==> config.mk <==
export PLATFORM = sky130hd
export DESIGN_NAME = scru_top
export DESIGN_NICKNAME = d
export VERILOG_FILES = /design/src/rtl/scru_pkg.sv /design/src/rtl/scru_sync.sv /design/src/rtl/scru_ratio_div.sv /design/src/rtl/scru_top.sv
export SDC_FILE = /design/constraint.sdc
export NUM_CORES = 1
export LEC_CHECK = 0
export ABC_CLOCK_PERIOD_IN_PS = 2500
export BUFFER_PORTS_ARGS = -buffer_cell sky130_fd_sc_hd__buf_2
export CORE_ASPECT_RATIO = 1.75
export CORE_MARGIN = 2
export CORE_UTILIZATION = 49
export DETAILED_ROUTE_END_ITERATION = 7
export PLACE_DENSITY = 0.78
export SKIP_CTS_REPAIR_TIMING = 1
export SYNTH_ARGS = -nofsm -noshare
export SYNTH_HDL_FRONTEND = slang
export SYNTH_SLANG_ARGS = --single-unit
==> constraint.sdc <==
create_clock -name i_mclk -period 2.5 [get_ports i_mclk]
set_clock_uncertainty 0.15 [all_clocks]
set_input_delay 0.75 -clock i_mclk [delete_from_list [all_inputs] [get_ports i_mclk]]
set_output_delay 0.75 -clock i_mclk [all_outputs]
set_load 0.05 [all_outputs]
==> src/rtl/scru_pkg.sv <==
package scru_pkg;

    // Register bus geometry
    localparam int ADDR_W = 5;
    localparam int DATA_W = 32;

    // Register byte offsets
    localparam logic [ADDR_W-1:0] OFS_OUTPUT_CLOCK_CONTROL = 5'h00;
    localparam logic [ADDR_W-1:0] OFS_LOCAL_BUS_CLOCK_CONTROL = 5'h04;
    localparam logic [ADDR_W-1:0] OFS_SYSTEM_CLOCK_CONTROL = 5'h08;
    localparam logic [ADDR_W-1:0] OFS_RESET_CONFIG_WORD_LOW = 5'h0c;
    localparam logic [ADDR_W-1:0] OFS_RATIO_STATUS = 5'h10;

    // Bus clock outputs and configurable units
    localparam int NUM_BUS_CLK_OUT = 3;
    localparam int NUM_UNITS = 5;
    localparam int UNIT_SECURITY = 2;
    localparam int UNIT_SERIAL_BUS = 3;
    localparam int UNIT_BUS_COMPLEX = 4;

    // Per-unit clock modes
    localparam logic [1:0] UMODE_OFF = 2'h0;
    localparam logic [1:0] UMODE_FULL = 2'h1;
    localparam logic [1:0] UMODE_DIV2 = 2'h2;
    localparam logic [1:0] UMODE_DIV3 = 2'h3;
    localparam logic [1:0] UCNT_DIV2_LAST = 2'h1;
    localparam logic [1:0] UCNT_DIV3_LAST = 2'h2;
    localparam logic [2*NUM_UNITS-1:0] SCC_RESET = 10'h155;

    // Local bus divider field encodings
    localparam logic [1:0] LDIV_2 = 2'h0;
    localparam logic [1:0] LDIV_4 = 2'h1;
    localparam logic [1:0] LDIV_8 = 2'h2;
    localparam logic [1:0] LCC_RESET = 2'h0;
    localparam logic [3:0] LDIV_VAL_2 = 4'h2;
    localparam logic [3:0] LDIV_VAL_4 = 4'h4;
    localparam logic [3:0] LDIV_VAL_8 = 4'h8;

    // Reset configuration word low field layout
    localparam int RCW_LBCR_BIT = 0;
    localparam int RCW_MCR_BIT = 1;
    localparam int RCW_SLF_LO = 4;
    localparam int RCW_SLF_HI = 7;
    localparam int RCW_CORE_LO = 8;
    localparam int RCW_CORE_HI = 14;

    // Built-in reset configuration options; values arbitrary
    localparam logic [DATA_W-1:0] RCW_BUILTIN_1 = 32'h0000_0240;
    localparam logic [DATA_W-1:0] RCW_BUILTIN_2 = 32'h0000_0431;
    localparam logic [DATA_W-1:0] RCW_BUILTIN_3 = 32'h0000_0350;

    // System loop factor legal range
    localparam logic [3:0] SLF_MIN = 4'h2;
    localparam logic [3:0] SLF_MAX = 4'h6;

    // Core loop select decode
    localparam logic [1:0] CORE_VCO_BAD = 2'h3;
    localparam logic [3:0] CORE_MID_BYPASS = 4'h0;
    localparam logic [3:0] CORE_MID_MAX = 4'h3;
    localparam logic [3:0] CORE_HALVES_BYPASS = 4'h2;

    // Status field positions
    localparam int ST_SLF_LO = 0;
    localparam int ST_CORE_LO = 4;
    localparam int ST_CSB_LO = 8;
    localparam int ST_MEM_LO = 12;
    localparam int ST_LBC_LO = 14;
    localparam int ST_LDIV_LO = 16;
    localparam int ST_BYPASS_BIT = 20;
    localparam int ST_SLF_RSV_BIT = 21;
    localparam int ST_CORE_RSV_BIT = 22;
    localparam int ST_HOST_BIT = 23;
    localparam int ST_HALVE_BIT = 24;
    localparam int ST_LOADED_BIT = 25;

    // Cycles the strap synchronisers need before capture
    localparam logic [1:0] CAPTURE_DONE = 2'h3;

    // Avalon request from the master
    typedef struct packed {
        logic read;
        logic write;
        logic [ADDR_W-1:0] address;
        logic [DATA_W-1:0] writedata;
    } scru_avm_req_s;

    // Clock enable strobes, one pulse per output clock period
    typedef struct packed {
        logic sync_out;
        logic [NUM_BUS_CLK_OUT-1:0] bus_out;
        logic memory_bus;
        logic local_bus_out;
        logic [NUM_UNITS-1:0] unit;
    } scru_clk_en_s;

endpackage

==> src/rtl/scru_sync.sv <==
`timescale 1ns/1ps
`default_nettype none
module scru_sync #(
    parameter int W = 1
) (
    // Clock and reset
    input wire logic i_mclk,
    input wire logic i_nrst,
    // Asynchronous level in, synchronised level out
    input wire logic [W-1:0] i_async,
    output logic [W-1:0] o_sync
);

    logic [W-1:0] stage1;

    // Two flip-flops; the first is read only by the second
    always_ff @(posedge i_mclk) begin
        if (!i_nrst) begin
            stage1 <= '0;
            o_sync <= '0;
        end else begin
            stage1 <= i_async;
            o_sync <= stage1;
        end
    end

endmodule
`default_nettype wire

==> src/rtl/scru_ratio_div.sv <==
`timescale 1ns/1ps
`default_nettype none
module scru_ratio_div (
    // Clock and reset
    input wire logic i_mclk,
    input wire logic i_nrst,
    // Requested mode, enable strobe out
    input wire logic [1:0] i_mode,
    output logic o_en
);
    import scru_pkg::*;

    logic [1:0] cur_mode;
    logic [1:0] cnt;
    logic boundary;
    logic [1:0] last;

    // Last count of the current period
    always_comb begin
        unique case (cur_mode)
            UMODE_DIV2: last = UCNT_DIV2_LAST;
            UMODE_DIV3: last = UCNT_DIV3_LAST;
            default: last = '0;
        endcase
    end

    assign boundary = (cnt == last);

    // New mode taken only at a period boundary, never mid-pulse
    always_ff @(posedge i_mclk) begin
        if (!i_nrst) begin
            cur_mode <= UMODE_FULL;
            cnt <= '0;
        end else if (boundary) begin
            cur_mode <= i_mode;
            cnt <= '0;
        end else begin
            cnt <= cnt + 2'h1;
        end
    end

    // One strobe per whole period of the selected rate
    always_ff @(posedge i_mclk) begin
        if (!i_nrst) begin
            o_en <= 1'b0;
        end else begin
            o_en <= (cur_mode != UMODE_OFF) && (cnt == '0);
        end
    end

    chk_mode_stable_midperiod: assert property (@(posedge i_mclk) disable iff (!i_nrst)
        !boundary |=> $stable(cur_mode))
        else $error("Unit mode changed inside a period");

endmodule
`default_nettype wire

==> src/rtl/scru_top.sv <==
// The Avalon-MM interface to the registers and the placing of the registers were left to the implementer.
`timescale 1ns/1ps
`default_nettype none
module scru_top (
    // Clock and reset
    input wire logic i_mclk,
    input wire logic i_nrst,
    // Straps and reset configuration
    input wire logic i_host_mode_strap,
    input wire logic i_input_divide_strap,
    input wire logic [1:0] i_reset_config_source,
    input wire logic [scru_pkg::DATA_W-1:0] i_reset_config_word_low,
    // Avalon-MM slave
    input wire scru_pkg::scru_avm_req_s i_avm,
    output logic [scru_pkg::DATA_W-1:0] o_avm_readdata,
    output logic o_avm_waitrequest,
    // Clock strobes and status
    output scru_pkg::scru_clk_en_s o_clk_en,
    output logic o_memory_bus_clock_p,
    output logic o_memory_bus_clock_n,
    output logic o_primary_is_host,
    output logic [scru_pkg::DATA_W-1:0] o_ratio_status
);
    import scru_pkg::*;

    // Decoded core factor in half units, with reserved and bypass flags
    function automatic logic [5:0] core_decode(input logic [6:0] f);
        logic [1:0] vco;
        logic [3:0] mid;
        logic frac;
        logic [3:0] halves;
        logic rsv;
        logic byp;
        vco = f[6:5];
        mid = f[4:1];
        frac = f[0];
        byp = 1'b0;
        rsv = 1'b0;
        halves = '0;
        if (mid == CORE_MID_BYPASS) begin
            byp = 1'b1;
            halves = CORE_HALVES_BYPASS;
        end else if (vco == CORE_VCO_BAD || mid > CORE_MID_MAX
                     || (mid == CORE_MID_MAX && frac)) begin
            rsv = 1'b1;
        end else begin
            halves = {mid[2:0], frac};
        end
        return {rsv, byp, halves};
    endfunction

    // Synchronised straps and configuration pins
    logic [1:0] straps_s;
    logic [1:0] src_s;
    logic [DATA_W-1:0] rcw_pins_s;
    logic [1:0] cap_cnt;
    logic loaded;
    logic host_mode;
    logic halve;
    logic [DATA_W-1:0] rcw;
    logic [3:0] slf;
    logic slf_rsv;
    logic [5:0] core_dec;
    logic lbc_ratio;
    logic mem_ratio;

    scru_sync #(.W(2)) u_sync_straps (
        .i_mclk(i_mclk),
        .i_nrst(i_nrst),
        .i_async({i_host_mode_strap, i_input_divide_strap}),
        .o_sync(straps_s)
    );

    scru_sync #(.W(2 + DATA_W)) u_sync_rcw (
        .i_mclk(i_mclk),
        .i_nrst(i_nrst),
        .i_async({i_reset_config_source, i_reset_config_word_low}),
        .o_sync({src_s, rcw_pins_s})
    );

    // Configuration captured once the synchronisers have settled after release
    always_ff @(posedge i_mclk) begin
        if (!i_nrst) begin
            cap_cnt <= '0;
            loaded <= 1'b0;
            host_mode <= 1'b0;
            halve <= 1'b0;
            rcw <= '0;
        end else if (cap_cnt != CAPTURE_DONE) begin
            cap_cnt <= cap_cnt + 2'h1;
            loaded <= (cap_cnt == CAPTURE_DONE - 2'h1);
            host_mode <= straps_s[1];
            halve <= straps_s[0];
            unique case (src_s)
                2'h0: rcw <= rcw_pins_s;
                2'h1: rcw <= RCW_BUILTIN_1;
                2'h2: rcw <= RCW_BUILTIN_2;
                2'h3: rcw <= RCW_BUILTIN_3;
            endcase
        end
    end

    // Field extraction
    assign slf = rcw[RCW_SLF_HI:RCW_SLF_LO];
    assign slf_rsv = (slf < SLF_MIN) || (slf > SLF_MAX);
    assign core_dec = core_decode(rcw[RCW_CORE_HI:RCW_CORE_LO]);
    assign lbc_ratio = rcw[RCW_LBCR_BIT];
    assign mem_ratio = rcw[RCW_MCR_BIT];
    assign o_primary_is_host = host_mode;

    // Software registers
    logic [NUM_BUS_CLK_OUT-1:0] output_clock_control;
    logic [1:0] local_bus_clock_control;
    logic [2*NUM_UNITS-1:0] system_clock_control;
    logic ack;
    logic wr_fire;
    logic [DATA_W-1:0] status_word;

    // One wait state per access
    assign o_avm_waitrequest = !ack;
    assign wr_fire = i_avm.write && ack;

    always_ff @(posedge i_mclk) begin
        if (!i_nrst) begin
            ack <= 1'b0;
        end else begin
            ack <= (i_avm.read || i_avm.write) && !ack;
        end
    end

    // Register writes take effect on the accepting edge
    always_ff @(posedge i_mclk) begin
        if (!i_nrst) begin
            output_clock_control <= '0;
            local_bus_clock_control <= LCC_RESET;
            system_clock_control <= SCC_RESET;
        end else if (wr_fire) begin
            unique case (i_avm.address)
                OFS_OUTPUT_CLOCK_CONTROL:
                    output_clock_control <= i_avm.writedata[NUM_BUS_CLK_OUT-1:0];
                OFS_LOCAL_BUS_CLOCK_CONTROL:
                    local_bus_clock_control <= i_avm.writedata[1:0];
                OFS_SYSTEM_CLOCK_CONTROL:
                    system_clock_control <= i_avm.writedata[2*NUM_UNITS-1:0];
                default: ;
            endcase
        end
    end

    // Ratio status word
    always_comb begin
        status_word = '0;
        status_word[ST_SLF_LO +: 4] = slf_rsv ? 4'h0 : slf;
        status_word[ST_CORE_LO +: 4] = core_dec[3:0];
        status_word[ST_CSB_LO +: 4] = (slf_rsv ? 4'h0 : slf) << halve;
        status_word[ST_MEM_LO +: 2] = {mem_ratio, !mem_ratio};
        status_word[ST_LBC_LO +: 2] = {lbc_ratio, !lbc_ratio};
        status_word[ST_LDIV_LO +: 4] = ldiv_val(local_bus_clock_control);
        status_word[ST_BYPASS_BIT] = core_dec[4];
        status_word[ST_SLF_RSV_BIT] = slf_rsv;
        status_word[ST_CORE_RSV_BIT] = core_dec[5];
        status_word[ST_HOST_BIT] = host_mode;
        status_word[ST_HALVE_BIT] = halve;
        status_word[ST_LOADED_BIT] = loaded;
    end

    assign o_ratio_status = status_word;

    // Read data loaded in the wait cycle, stands at the accepting edge
    always_ff @(posedge i_mclk) begin
        if (!i_nrst) begin
            o_avm_readdata <= '0;
        end else if (i_avm.read && !ack) begin
            unique case (i_avm.address)
                OFS_OUTPUT_CLOCK_CONTROL:
                    o_avm_readdata <= DATA_W'(output_clock_control);
                OFS_LOCAL_BUS_CLOCK_CONTROL:
                    o_avm_readdata <= DATA_W'(local_bus_clock_control);
                OFS_SYSTEM_CLOCK_CONTROL:
                    o_avm_readdata <= DATA_W'(system_clock_control);
                OFS_RESET_CONFIG_WORD_LOW: o_avm_readdata <= rcw;
                OFS_RATIO_STATUS: o_avm_readdata <= status_word;
                default: o_avm_readdata <= '0;
            endcase
        end
    end

    // Divider value for the local bus divider field
    function automatic logic [3:0] ldiv_val(input logic [1:0] sel);
        unique case (sel)
            LDIV_2: return LDIV_VAL_2;
            LDIV_4: return LDIV_VAL_4;
            default: return LDIV_VAL_8;
        endcase
    endfunction

    // Sync output strobe, in host mode only: every cycle, or every other when halved
    logic sync_phase;
    logic sync_en;

    always_ff @(posedge i_mclk) begin
        if (!i_nrst) begin
            sync_phase <= 1'b0;
            sync_en <= 1'b0;
        end else begin
            sync_phase <= !sync_phase;
            sync_en <= host_mode && loaded && (!halve || !sync_phase);
        end
    end

    // Memory pair: internal ticks accumulated, one strobe and one pair toggle per two ticks
    logic [1:0] mem_acc;
    logic mem_en;
    logic [1:0] mem_sum;

    assign mem_sum = mem_acc + {1'b0, loaded} + {1'b0, loaded && mem_ratio};

    always_ff @(posedge i_mclk) begin
        if (!i_nrst) begin
            mem_acc <= '0;
            mem_en <= 1'b0;
            o_memory_bus_clock_p <= 1'b0;
        end else if (mem_sum >= 2'h2) begin
            mem_acc <= mem_sum - 2'h2;
            mem_en <= 1'b1;
            o_memory_bus_clock_p <= !o_memory_bus_clock_p;
        end else begin
            mem_acc <= mem_sum;
            mem_en <= 1'b0;
        end
    end

    assign o_memory_bus_clock_n = !o_memory_bus_clock_p;

    // Local bus out: local internal ticks divided by the selected value
    logic [3:0] lb_acc;
    logic [3:0] lb_sum;
    logic [3:0] lb_div;
    logic lb_en;

    assign lb_div = ldiv_val(local_bus_clock_control);
    assign lb_sum = lb_acc + {3'h0, loaded} + {3'h0, loaded && lbc_ratio};

    always_ff @(posedge i_mclk) begin
        if (!i_nrst) begin
            lb_acc <= '0;
            lb_en <= 1'b0;
        end else if (lb_sum >= lb_div) begin
            // Restart the count when a smaller divider leaves it past the end
            lb_acc <= (lb_acc >= lb_div) ? '0 : lb_sum - lb_div;
            lb_en <= 1'b1;
        end else begin
            lb_acc <= lb_sum;
            lb_en <= 1'b0;
        end
    end

    // Per-unit glitch-free ratio dividers
    logic [NUM_UNITS-1:0] unit_en;
    logic [1:0] unit_mode [NUM_UNITS];

    for (genvar u = 0; u < NUM_UNITS; u++) begin : g_unit
        // Bus complex has only off or full rate
        if (u == UNIT_BUS_COMPLEX) begin : g_cplx
            assign unit_mode[u] = (system_clock_control[2*u +: 2] == UMODE_OFF)
                                  ? UMODE_OFF : UMODE_FULL;
        end else begin : g_norm
            assign unit_mode[u] = system_clock_control[2*u +: 2];
        end
        scru_ratio_div u_div (
            .i_mclk(i_mclk),
            .i_nrst(i_nrst),
            .i_mode(unit_mode[u]),
            .o_en(unit_en[u])
        );
    end

    // Collected strobes
    assign o_clk_en.sync_out = sync_en;
    assign o_clk_en.bus_out = {NUM_BUS_CLK_OUT{sync_en}} & output_clock_control;
    assign o_clk_en.memory_bus = mem_en;
    assign o_clk_en.local_bus_out = lb_en;
    assign o_clk_en.unit = unit_en;

    // Checks
    chk_agent_no_sync: assert property (@(posedge i_mclk) disable iff (!i_nrst)
        !host_mode |-> !o_clk_en.sync_out)
        else $error("Sync output active in agent mode");
    chk_sync_halved: assert property (@(posedge i_mclk) disable iff (!i_nrst)
        (sync_en && halve && $stable(halve)) |=> !sync_en)
        else $error("Halved sync strobe too fast");
    chk_bus_out_gate: assert property (@(posedge i_mclk) disable iff (!i_nrst)
        (|o_clk_en.bus_out) |-> (sync_en && |output_clock_control))
        else $error("Bus clock out without enable");
    chk_csb_ratio: assert property (@(posedge i_mclk) disable iff (!i_nrst)
        (!slf_rsv && halve) |-> (status_word[ST_CSB_LO +: 4] == {slf[2:0], 1'b0}))
        else $error("System bus ratio wrong");
    chk_slf_range: assert property (@(posedge i_mclk) disable iff (!i_nrst)
        (slf == SLF_MIN) |-> !slf_rsv ##0 (status_word[ST_SLF_LO +: 4] == 4'h2))
        else $error("Loop factor decode wrong");
    chk_core_bypass: assert property (@(posedge i_mclk) disable iff (!i_nrst)
        (rcw[RCW_CORE_LO+1 +: 4] == CORE_MID_BYPASS) |-> (core_dec[4] && core_dec[3:0] == 4'h2))
        else $error("Core bypass not reported");
    chk_rcw_hold: assert property (@(posedge i_mclk) disable iff (!i_nrst)
        loaded |=> $stable(rcw))
        else $error("Config word changed after load");
    chk_mem_full: assert property (@(posedge i_mclk) disable iff (!i_nrst)
        (loaded && mem_ratio && $stable(mem_ratio) && $past(loaded)) |=> mem_en)
        else $error("Memory pair not at bus rate");
    chk_local_div2: assert property (@(posedge i_mclk) disable iff (!i_nrst)
        (lb_en && !lbc_ratio && local_bus_clock_control == LDIV_2
         && $stable(local_bus_clock_control)) |=> !lb_en)
        else $error("Local bus out too fast");
    chk_unit_reset_full: assert property (@(posedge i_mclk) disable iff (!i_nrst)
        $rose(i_nrst) |-> ##2 (&unit_en))
        else $error("Units not at full rate after reset");

    cov_host_halved: cover property (@(posedge i_mclk) disable iff (!i_nrst)
        host_mode && halve && sync_en);
    cov_unit_div3: cover property (@(posedge i_mclk) disable iff (!i_nrst)
        system_clock_control[1:0] == UMODE_DIV3 && unit_en[0]);
    cov_local_div8: cover property (@(posedge i_mclk) disable iff (!i_nrst)
        local_bus_clock_control == LDIV_8 && lb_en);
    cov_write_ack: cover property (@(posedge i_mclk) disable iff (!i_nrst) wr_fire);

endmodule
`default_nettype wire

After elaboration in Yosys (flattened, before gate mapping)
Cells that the tools add are included.
{"block": "totals", "ff_bits": 193, "in_bits": 77, "output_inout_bits": 79, "wordCells": 151}
{"block": "op_classes", "n_addsub": 12, "order_cmp": 6, "eq_ne": 27, "shift": 1, "muxes": 20, "bitwise_logic": 2, "reduce_logical": 47}
{"cell": "case mux 32 bit (5 select lines)", "count": 1}
{"cell": "case mux 32 bit (4 select lines)", "count": 1}
{"cell": "== test 2 bit (second input constant)", "count": 14}
{"cell": "2-to-1 mux 4 bit", "count": 5}
{"cell": "case mux 2 bit (2 select lines)", "count": 5}
{"cell": "logical NOT 2 bit", "count": 8}
{"cell": "logical AND 1 bit", "count": 13}
{"cell": "adder 2 x 1 -> 2 bit (second input constant)", "count": 6}
{"cell": "== test 2 bit", "count": 5}
{"cell": "== test 5 x 4 -> 1 bit (second input constant)", "count": 2}
{"cell": "nonzero test 2 bit", "count": 5}
{"cell": "OR reduction 2 bit", "count": 5}
{"cell": "adder 4 x 1 -> 4 bit", "count": 2}
{"cell": "greater-or-equal comparator 4 bit", "count": 2}
{"cell": "case mux 4 bit (2 select lines)", "count": 1}
{"cell": "logical NOT 1 bit", "count": 6}
{"cell": "2-to-1 mux 1 bit", "count": 6}
{"cell": "AND reduction 2 bit", "count": 3}
{"cell": "== test 5 x 3 -> 1 bit (second input constant)", "count": 1}
{"cell": "== test 5 bit (second input constant)", "count": 1}
{"cell": "logical NOT 5 bit", "count": 1}
{"cell": "logical OR 1 bit", "count": 5}
{"cell": "adder 2 x 1 -> 2 bit", "count": 2}
{"cell": "== test 2 x 1 -> 1 bit (second input constant)", "count": 2}
{"cell": "13 further kinds", "count": 13}

Depth between registers and ports, before layout
Gate-level depths: netlist of the first run.
{"block": "logic_depth", "ltp_word": 6, "depth_mapped": 12, "depth_no_buf": 12}

Hierarchy
Synthesis of the first run repeated with hierarchy kept, for this count alone.
{"block": "hier_totals", "hier_cells": 801, "area_unflattened_um2": 7671.1}
{"mod": "scru_top", "n_inst": 1, "cells_per_inst": 505, "area_per_inst_um2": 4435.5, "seq_area_each_um2": 1921.8}
{"mod": "scru_sync (u_sync_rcw)", "n_inst": 1, "cells_per_inst": 143, "area_per_inst_um2": 1866.8, "seq_area_each_um2": 1361.3}
{"mod": "scru_ratio_div", "n_inst": 5, "cells_per_inst": 29, "area_per_inst_um2": 252.7, "seq_area_each_um2": 100.1}
{"mod": "scru_sync (u_sync_straps)", "n_inst": 1, "cells_per_inst": 8, "area_per_inst_um2": 105.1, "seq_area_each_um2": 80.1}

Worst setup path before layout of the first run
Ideal clock, no wire load.
{"block": "synth_timing", "path_type": "reg-to-output", "start": "register rcw[9]", "end": "output o_ratio_status[22] (netlist name)", "t_arrival_ns": 2.974, "required_time_ns": 1.600, "slack_ns": -1.374, "stages_incl_launch_ff": 3, "path_buffers": 0, "path_cell_list": "dfxtp_1 > nor4_1 > a21oi_1"}
{"block": "synth_between", "elab_chain_cells": 5, "word_cells_on_any_way": 8, "cone_classes": "order compare (1); eq/ne (1); mux (2); reduce/logical (4)"}
{"item": "start: declaration", "line_no": "scru_top.sv:60", "source": "logic [DATA_W-1:0] rcw;"}
{"item": "start signal: assignment", "line_no": "scru_top.sv:95", "source": "2'h0: rcw <= rcw_pins_s;"}
{"item": "greater-than comparator 4 x 2 -> 1 bit or == test 4 x 2 -> 1 bit (tied branches)", "line_no": "scru_top.sv:43, scru_top.sv:44"}
{"item": "logical OR 1 bit or logical AND 1 bit (tied branches)", "line_no": "scru_top.sv:43, scru_top.sv:44"}
{"item": "logical OR 1 bit", "line_no": "scru_top.sv:44", "source": "|| (mid == CORE_MID_MAX && frac)) begin"}
{"item": "2-to-1 mux 1 bit", "line_no": "scru_top.sv:43", "source": "end else if (vco == CORE_VCO_BAD || mid > CORE_MID_MAX"}
{"item": "2-to-1 mux 1 bit (*)", "line_no": "scru_top.sv:40", "source": "if (mid == CORE_MID_BYPASS) begin"}
{"item": "end: declaration", "line_no": "scru_top.sv:22", "source": "output logic [scru_pkg::DATA_W-1:0] o_ratio_status"}
Mark *: on every way between the ends. The rest lies on a longest branch, timed or not.

Worst setup path after layout of the first run
{"block": "layout_timing", "start": "register rcw[5]", "end": "output o_ratio_status[9] (netlist name)"}
{"block": "layout_between", "elab_chain_cells": 4, "word_cells_on_any_way": 5, "cone_classes": "order compare (2); shift (1); mux (1); reduce/logical (1)"}
{"item": "< comparator 4 x 2 -> 1 bit or greater-than comparator 4 x 3 -> 1 bit (tied branches)", "line_no": "scru_top.sv:105", "source": "assign slf_rsv = (slf < SLF_MIN) || (slf > SLF_MAX);"}
{"item": "logical OR 1 bit", "line_no": "scru_top.sv:105"}
{"item": "2-to-1 mux 4 bit (*)", "line_no": "scru_top.sv:155", "source": "status_word[ST_CSB_LO +: 4] = (slf_rsv ? 4'h0 : slf) << halve;"}
{"item": "<< shifter 4 x 1 -> 4 bit (*)", "line_no": "scru_top.sv:155"}
Marked as above.

==> results of run 1 <==
## cells in the mapped netlist, drive strengths merged (3+ instances only)
| cell type | n |
|---|---|
| nand2b | 12 |
| or3 | 4 |
| ha | 14 |
| and3 | 4 |
| nor2 | 70 |
| dfxtp | 192 |
| xor2 | 6 |
| inv | 34 |
| mux2i | 22 |
| and2 | 78 |
| nor2b | 4 |
| a22oi | 54 |
| clkbuf | 37 |
| nor4 | 3 |
| xnor2 | 5 |
| fa | 3 |
| nand3b | 3 |
| a31oi | 4 |
| nor3 | 19 |
| nand2 | 46 |
| nand3 | 19 |
| o21ai | 17 |
| nor3b | 3 |
| a21oi | 42 |
| buf | 39 |
| o211a | 5 |
| a2bb2oi | 4 |
| mux2 | 6 |
| a211oi | 8 |
## flip-flops by register name, indices dropped and copies added, names as in the netlist, 3 cells and up
register,count
g_unit.u_div.cnt,10
g_unit.u_div.cur_mode,9
g_unit.u_div.o_en,5
lb_acc,4
o_avm_readdata,32
output_clock_control,3
rcw,32
system_clock_control,10
u_sync_rcw.o_sync,34
u_sync_rcw.stage1,34
## worst max path at each step
stage | to | cells after the start | slack (ns) | start
2_1_floorplan | o_ratio_status[11] | 3 | -0.24 | rcw[6]$_SDFFE_PN0P_
3_3_place_gp | lb_acc[1]$_SDFF_PN0_ | 9 | 0.02 | loaded$_SDFFE_PN0P_
3_5_place_dp | lb_acc[3]$_SDFF_PN0_ | 12 | -0.001 | loaded$_SDFFE_PN0P_
4_1_cts | o_ratio_status[9] | 4 | -0.32 | rcw[6]$_SDFFE_PN0P_
5_1_grt | o_ratio_status[9] | 4 | -0.20 | rcw[5]$_SDFFE_PN0P_
6_report | o_ratio_status[9] | 4 | -0.18 | rcw[5]$_SDFFE_PN0P_
## power by group through the flow
stage	sequential (mW)	combinational, mW	clock (mW)
detailed placement	3.36	1.11	0
floorplan	3.34	0.816	0
finish	3.30	1.23	2.75
CTS	3.29	1.13	2.80
global route	3.31	1.34	2.94
global placement	3.35	1.09	0
## routing by layer
layer	global-route usage (%)	vias to the layer above	routed length [um]
li1	-	2863	-
met1	22.4	2777	6640
met2	37.8	215	8950
met3	5.18	55	957
met4	11.4	0	932
met5	0	-	0
## logic make-up (layout without fill, tap and decap cells)
logic type,after synthesis,after routing,synth area share (%)
mux,28,28,3.85
flops,192,192,51.5
fa+ha+maj,17,17,3.15
simple gates,275,275,19.6
compound gates,150,150,13.5
buf+inv,110,226,7.14
other cells,1,11,0.0502
xor+xnor,11,11,1.29
## cell type report
type                            count  area (sq um)
Antenna cell                        1          2.50
Clock buffer                       17           425
Clock inverter                     15           196
Fill cell                        1250          5820
Inverter                           34           128
Multi-Input combinational cell    491          3250
Sequential cell                   192          3870
Tap cell                          183           229
Timing Repair Buffer              160           995
## per-stage QoR
step / hold slack, ns / utilization [%] / setup slack (ns)
finish: 0.280 / 61.0 / -0.180
CTS: 0.271 / 59.7 / -0.319
detailed placement: 0.261 / 55.5 / -0.00146
floorplan: 0.243 / - / -0.241
global route: 0.292 / 61.0 / -0.197
global placement: 0.252 / 55.5 / 0.0234
==> run summary, run 1 <==
initial drt markers: 302
routed via count divided by cell count: 5.41
number of standard cells in the layout, taps in and fillers out: 1093
drt drc: 0
number of enable flip-flop cells after synthesis: 0
power density over the cells: 800 nW/um^2
Boundary Pins: 156
mean area per synthesized cell: 9.53 sq um
placed cell area: 8280 sq um
number of buffers on the longest clock path: 2
Overflow after GRT: 0
sequential share of the synthesized area: 51.5%
vertical die dimension: 167 um
TritonCTS Sinks: 192
crit share post-route: 107%
maximum single-stage delay on the critical path: 0.40 ns
fmax: 0.373 GHz
total of max-cap violations: 0
category of the most critical setup path: reg2out
initial antenna violation count: 1
HPWL after detailed placement: 12300 um
Antenna Nets Post-Route: 0
hold path depth: 1
most frequent standard cell in the layout excluding fill and tap cells: dfxtp_1
fraction of layout cells with a size suffix above 1: 26.3%
synth warn: 0
number of nets in the finished design: 990
Final Max Tran Viols: 0
Final min period: 2.68 ns
endpoint of the lowest-slack register-to-register path: lb_acc[3]$_SDFF_PN0_
Die W: 97.3 um
cts bufs inserted: 17
Setup TNS Final: -0.341 ns
HP Class: reg2reg
Seq cells post-synth: 192
violations in the final reports: setup timing
outcome: finished with violations
Post-Place Cells: 1054
share of synthesized flip-flops with an asynchronous set or reset: 0%
routed length per placed instance: 16.0 um
slowest stage cell on the critical path: a311oi_4
post-layout instance area: 9100 sq um
Synth cell types: 57
count of input and output buffers: 124
Via Count: 5910
largest net degree at the start of global routing: 63
worst-path maximum fanout: 7
combinational cell fraction of total power: 16.9%
end of the worst hold path: g_unit[4].u_div.cnt[0]$_SDFF_PP0_
setup repair after global routing missed its margin: yes
Clk pwr share: 37.8%
gpl congestion: 0.864
critical path data required time: 1.60 ns
Cells after Synth: 784
design internal power: 5.14 mW
smallest setup slack after layout: -0.180 ns
WP data arrival: 1.78 ns
r2r worst-path depth: 12
biggest area consumer among synthesized cells: dfxtp_1
core outline area: 14900 sq um
number of buffers and inverters on the critical path: 1
endpoint type of the worst setup path: primary output
slack of the worst reg-to-reg path: 0.13 ns
floorplan die area: 16300 sq um
netlist area before placement: 7470 sq um
TritonCTS clock tree: done
total global routing track utilization: 21.0%
cell types with the largest area share after synthesis: dfxtp_1, and2_1, a22oi_1, nor2_1, mux2i_1
critical-path cell list: nand2b_4 -> or2_4 -> a311oi_4 -> buf_12
number of global-route vias before repair: 5609
area share of the largest cell type after synthesis: 51.5%
cell leakage power: 3.82 nW
most used cells in the layout excluding fill and tap cells: dfxtp_1, buf_2, and2_1, nor2_1, a22oi_1
final hold viol count: 0
fraction of power spent switching nets: 29.3%
Cell Rows: 59
layout-stage area growth over the synthesis result: 21.8%
HP Start: g_unit[4].u_div.cnt[0]$_SDFF_PP0_
net switching power figure: 2.14 mW
overall power consumption: 7.28 mW
starting utilization of the core area: 50.1%
crit path launch type: register
CTS root buf: clkbuf_16
number of setup violations in the final report: 6
cell family with most CP delay: compound AO/OA/AOI/OAI gates
clock latency reported for the late side of the worst-skew pair: 0.43 ns
first-pass GRT wire length: 27600 um
maximum level of the CTS H-tree: 4
Primary FF master, synth: dfxtp_1
maximum vdd drop: 0.409 mV
Final Routed Wirelength: 17500 um
RR Startpoint: loaded$_SDFFE_PN0P_
drt pass-1 iters: 5
Flop pwr share: 45.3%
clock-pin slew reported for the worst setup and hold paths after clock tree synthesis: 0.07 ns
Power figures use the tool's default switching activity.
==> inputs of run 2 (changes only) <==
--- a/constraint.sdc
+++ b/constraint.sdc
@@ -3,3 +3,3 @@
 set_input_delay 0.75 -clock i_mclk [delete_from_list [all_inputs] [get_ports i_mclk]]
 set_output_delay 0.75 -clock i_mclk [all_outputs]
-set_load 0.05 [all_outputs]
+set_load 0.02 [all_outputs]
==> run 2 against run 1 <==
  * The flow still finishes with violations (setup timing)
  * Worst hold slack got worse by 0.014 ns
  * Combinational power fell by 8%
  * Critical path depth did not move
  * Core utilization down 0.23 points
  * Fmax is 6.7% higher
  * Final cell count is 0.64% lower
  * Routed wire length shrank 3.6%
==> run summary, run 2 (same netlist as run 1, synthesis figures left out) <==
clock latency reported for the late side of the worst-skew pair: 0.42 ns
critical path data required time: 1.60 ns
initial drt markers: 278
hold path depth: 1
HP Class: reg2reg
Clk pwr share: 37.9%
routed via count divided by cell count: 5.36
Antenna Nets Post-Route: 0
Flop pwr share: 46.2%
Final Max Tran Viols: 0
TritonCTS Sinks: 192
registers with the highest flip-flop counts: u_sync_rcw.o_sync (34), u_sync_rcw.stage1 (34)
crit share post-route: 100%
transition at the pin with the smallest max-transition slack: 0.538 ns
Boundary Pins: 156
Cell Rows: 59
Final Routed Wirelength: 16900 um
number of global-route vias before repair: 5476
critical-path cell list: nand2b_4 -> or2_4 -> a311oi_4 -> buf_6
fmax: 0.398 GHz
Final min period: 2.51 ns
power density over the cells: 788 nW/um^2
first-pass GRT wire length: 27000 um
count of input and output buffers: 124
Via Count: 5816
count of antenna diodes in the layout: 0
TritonCTS clock tree: done
RR Startpoint: loaded$_SDFFE_PN0P_
endpoint of the lowest-slack register-to-register path: lb_acc[1]$_SDFF_PN0_
worst-path maximum fanout: 2
combinational cell fraction of total power: 15.9%
gpl congestion: 0.860
fraction of layout cells with a size suffix above 1: 26.0%
number of nets in the finished design: 984
tightest hold margin: 0.266 ns
maximum vdd drop: 0.546 mV
slowest stage cell on the critical path: dfxtp_2
outcome: finished with violations
clock-pin slew reported for the worst setup and hold paths after clock tree synthesis: 0.07 ns
maximum level of the CTS H-tree: 4
final hold viol count: 0
design internal power: 5.24 mW
routed length per placed instance: 15.5 um
smallest setup slack after layout: -0.0113 ns
WP data arrival: 1.61 ns
most used cells in the layout excluding fill and tap cells: dfxtp_1, buf_2, and2_1, nor2_1, a22oi_1
drt drc: 0
number of setup violations in the final report: 2
starting utilization of the core area: 50.1%
category of the most critical setup path: reg2out
endpoint type of the worst setup path: primary output
cell leakage power: 3.79 nW
floorplan die area: 16300 sq um
vertical die dimension: 167 um
crit path launch type: register
fraction of power spent switching nets: 26.6%
initial antenna violation count: 0
CTS root buf: clkbuf_16
HP Start: g_unit[4].u_div.cnt[0]$_SDFF_PP0_
drt pass-1 iters: 5
setup repair after global routing missed its margin: yes
cts bufs inserted: 17
core outline area: 14900 sq um
slack of the worst reg-to-reg path: 0.09 ns
Die W: 97.3 um
net switching power figure: 1.90 mW
total of max-cap violations: 0
violations in the final reports: setup timing
total global routing track utilization: 20.4%
most frequent standard cell in the layout excluding fill and tap cells: dfxtp_1
headroom to the max-slew limit: 64.1%
layout-stage area growth over the synthesis result: 21.3%
end of the worst hold path: g_unit[4].u_div.cnt[0]$_SDFF_PP0_
maximum single-stage delay on the critical path: 0.33 ns
r2r worst-path depth: 9
Overflow after GRT: 0
largest net degree at the start of global routing: 109
HPWL after detailed placement: 11900 um
Post-Place Worst Slack: -0.0370 ns
number of buffers on the longest clock path: 2
run 2: cell type report:
type                            instances  area [sq um]
Sequential cell                       192          3860
Timing Repair Buffer                  154           956
Fill cell                            1249          5850
Clock buffer                           20           447
Multi-Input combinational cell        491          3290
Inverter                               34           128
Tap cell                              183           229
Clock inverter                         12           148
run 2: worst max path at each step:
stage	cells past startpoint	end	slack, ns	start
floorplan	10	lb_acc[1]$_SDFF_PN0_	0.05	loaded$_SDFFE_PN0P_
global placement	9	lb_acc[1]$_SDFF_PN0_	0.001	loaded$_SDFFE_PN0P_
detailed placement	9	lb_acc[1]$_SDFF_PN0_	-0.04	loaded$_SDFFE_PN0P_
CTS	4	o_ratio_status[9]	-0.28	rcw[6]$_SDFFE_PN0P_
global route	4	o_ratio_status[11]	-0.08	rcw[5]$_SDFFE_PN0P_
finish	4	o_ratio_status[9]	-0.01	rcw[5]$_SDFFE_PN0P_
run 2: critical path, delay by kind of cell (launching register included):
family,cells,cell delay (ns)
flip-flops,1,0.33
AO/OA/AOI/OAI,1,0.32
AND/OR/NAND/NOR,2,0.37
buffers and inverters,1,0.18
run 2: per-stage QoR:
stage / area, sq um / instances / TNS (ns) / util (%) / total power [mW]
3_5_place_dp: 8230 / 1052 / -0.0590 / 55.2 / 4.34
6_report: 9060 / 1086 / -0.0176 / 60.8 / 7.14
3_3_place_gp: 8230 / 1052 / 0 / 55.2 / 4.31
2_1_floorplan: 7510 / 793 / 0 / - / 4.02
4_1_cts: 8830 / 1084 / -1.34 / 59.2 / 7.04
5_1_grt: 9060 / 1086 / -0.315 / 60.8 / 7.43
run 2: power groups by stage:
stage	clock, mW	sequential (mW)	combinational (mW)
2_1_floorplan	0	3.33	0.686
3_3_place_gp	0	3.35	0.956
3_5_place_dp	0	3.36	0.987
4_1_cts	2.76	3.29	0.993
5_1_grt	2.89	3.32	1.23
6_report	2.70	3.30	1.13
run 2: routing by layer:
layer	GRT usage [%]	vias up	routed length, um
li1	-	2844	-
met1	23.2	2728	6350
met2	36.3	195	8830
met3	3.84	49	913
met4	10.6	0	770
met5	0	-	0
==> inputs of run 3 (changes only) <==
Settings changed: PLACE_DENSITY 0.78 to 0.76.
==> run 3 against run 2 <==
  * The flow still finishes with violations (setup timing)
  * Critical path depth unchanged
  * Final area up 0.36%
  * Sequential cell count unchanged
==> run summary, run 3 (same netlist as run 1, synthesis figures left out) <==
total global routing track utilization: 21.0%
Setup TNS Final: -0.0195 ns
Final min period: 2.52 ns
count of input and output buffers: 124
Overflow after GRT: 0
Final Routed Wirelength: 17500 um
net switching power figure: 2.07 mW
routed via count divided by cell count: 5.34
HPWL after detailed placement: 12200 um
number of nets in the finished design: 990
vertical die dimension: 167 um
total of max-cap violations: 0
WP data arrival: 1.62 ns
Crit path depth: 4
most frequent standard cell in the layout excluding fill and tap cells: dfxtp_1
power density over the cells: 784 nW/um^2
most used cells in the layout excluding fill and tap cells: dfxtp_1, buf_2, and2_1, nor2_1, a22oi_1
maximum vdd drop: 0.501 mV
violations in the final reports: setup timing
Final Max Tran Viols: 0
crit share post-route: 101%
Via Count: 5836
routed length per placed instance: 16.0 um
fmax: 0.397 GHz
hold path depth: 1
critical-path cell list: nand2b_4 -> or2_4 -> a311oi_4 -> buf_6
endpoint type of the worst setup path: primary output
gpl congestion: 0.880
CTS root buf: clkbuf_16
endpoint of the lowest-slack register-to-register path: lb_acc[1]$_SDFF_PN0_
drt drc: 0
number of buffers and inverters on the critical path: 1
top routing layer in use: met4
first-pass GRT wire length: 27500 um
design internal power: 5.06 mW
number of buffers on the longest clock path: 2
Flop pwr share: 46.2%
number of setup violations in the final report: 1
HP Start: sync_phase$_SDFF_PN0_
category of the most critical setup path: reg2out
met2 wire len: 8930 um
floorplan die area: 16300 sq um
maximum single-stage delay on the critical path: 0.33 ns
r2r worst-path depth: 9
overall power consumption: 7.13 mW
clock-pin slew reported for the worst setup and hold paths after clock tree synthesis: 0.08 ns
count of antenna diodes in the layout: 0
combinational cell fraction of total power: 15.8%
largest net degree at the start of global routing: 76
slack of the worst reg-to-reg path: 0.04 ns
share of the core filled with cells in the final layout: 61.0%
clock latency reported for the late side of the worst-skew pair: 0.42 ns
cts bufs inserted: 17
Clk pwr share: 38.0%
cell family with most CP delay: simple AND/OR/NAND/NOR gates
setup repair after global routing missed its margin: yes
outcome: finished with violations
maximum level of the CTS H-tree: 4
drt pass-1 iters: 5
fraction of power spent switching nets: 29.1%
Die W: 97.3 um
final hold viol count: 0
layout-stage area growth over the synthesis result: 21.8%
smallest setup slack after layout: -0.0195 ns
initial drt markers: 276
worst-path maximum fanout: 2
initial antenna violation count: 0
critical path data required time: 1.60 ns
Antenna Nets Post-Route: 0
TritonCTS Sinks: 192
crit path launch type: register
wl on met1: 6780 um
TritonCTS clock tree: done
met3 routed WL: 852 um
core outline area: 14900 sq um
end of the worst hold path: sync_phase$_SDFF_PN0_
starting utilization of the core area: 50.1%
Post-Place Worst Slack: -0.00734 ns
registers with the highest flip-flop counts: u_sync_rcw.o_sync (34), u_sync_rcw.stage1 (34)
Boundary Pins: 156
HP Class: reg2reg
slowest stage cell on the critical path: dfxtp_2
number of global-route vias before repair: 5509
Cell Rows: 59
RR Startpoint: loaded$_SDFFE_PN0P_
fraction of layout cells with a size suffix above 1: 26.4%
cell leakage power: 3.82 nW
[run 3: cell types whose count changed in the layout (fill, tap and decap cells not counted), sizes merged]
cell / change
clkinv: +5
buf: +6
bufinv: -2
clkbuf: -3
[run 3: layout make-up]
class / instances / area, sq um
well taps: 183 / 229
fillers: 1267 / 5820
clock inverters: 15 / 190
repair buffers: 160 / 993
flip-flops and latches: 192 / 3860
multi-input cells: 491 / 3270
clock buffers: 17 / 425
inverters: 34 / 128
[run 3: per-stage QoR]
| step | hold slack [ns] | area, sq um | std cells |
|---|---|---|---|
| 5_1_grt | 0.292 | 9090 | 1092 |
| 2_1_floorplan | 0.243 | 7510 | 793 |
| 6_report | 0.265 | 9090 | 1092 |
| 3_3_place_gp | 0.252 | 8250 | 1054 |
| 4_1_cts | 0.268 | 8860 | 1086 |
| 3_5_place_dp | 0.258 | 8250 | 1054 |
[run 3: per-layer routing]
metal	global-route usage [%]	vias up
met5	0	-
met2	36.7	198
met1	23.4	2726
met3	4.63	57
met4	12.3	0
li1	-	2855
[run 3: how the worst max path moves through the flow]
stage,from,end
after global routing,loaded$_SDFFE_PN0P_,lb_acc[1]$_SDFF_PN0_
final,rcw[5]$_SDFFE_PN0P_,o_ratio_status[9]
after detailed placement,loaded$_SDFFE_PN0P_,lb_acc[1]$_SDFF_PN0_
after global placement,loaded$_SDFFE_PN0P_,lb_acc[1]$_SDFF_PN0_
after floorplan,loaded$_SDFFE_PN0P_,lb_acc[1]$_SDFF_PN0_
after CTS,rcw[5]$_SDFFE_PN0P_,o_ratio_status[9]
[run 3: power groups by stage]
stage	clock, mW	sequential, mW	combinational (mW)
2_1_floorplan	0	3.33	0.686
3_3_place_gp	0	3.35	0.954
3_5_place_dp	0	3.35	0.975
4_1_cts	2.75	3.28	0.982
5_1_grt	2.90	3.31	1.22
6_report	2.71	3.29	1.13
[run 3: worst register-to-register path, cell delays in order, from the launching register on]
cell and delay (ns):
dfxtp_2 0.36, nand2_2 0.07, fa_2 0.40, nand3b_1 0.23
xnor2_2 0.27, ha_4 0.25, a21oi_2 0.13, o21ai_2 0.13
or2_2 0.30, a21oi_1 0.12
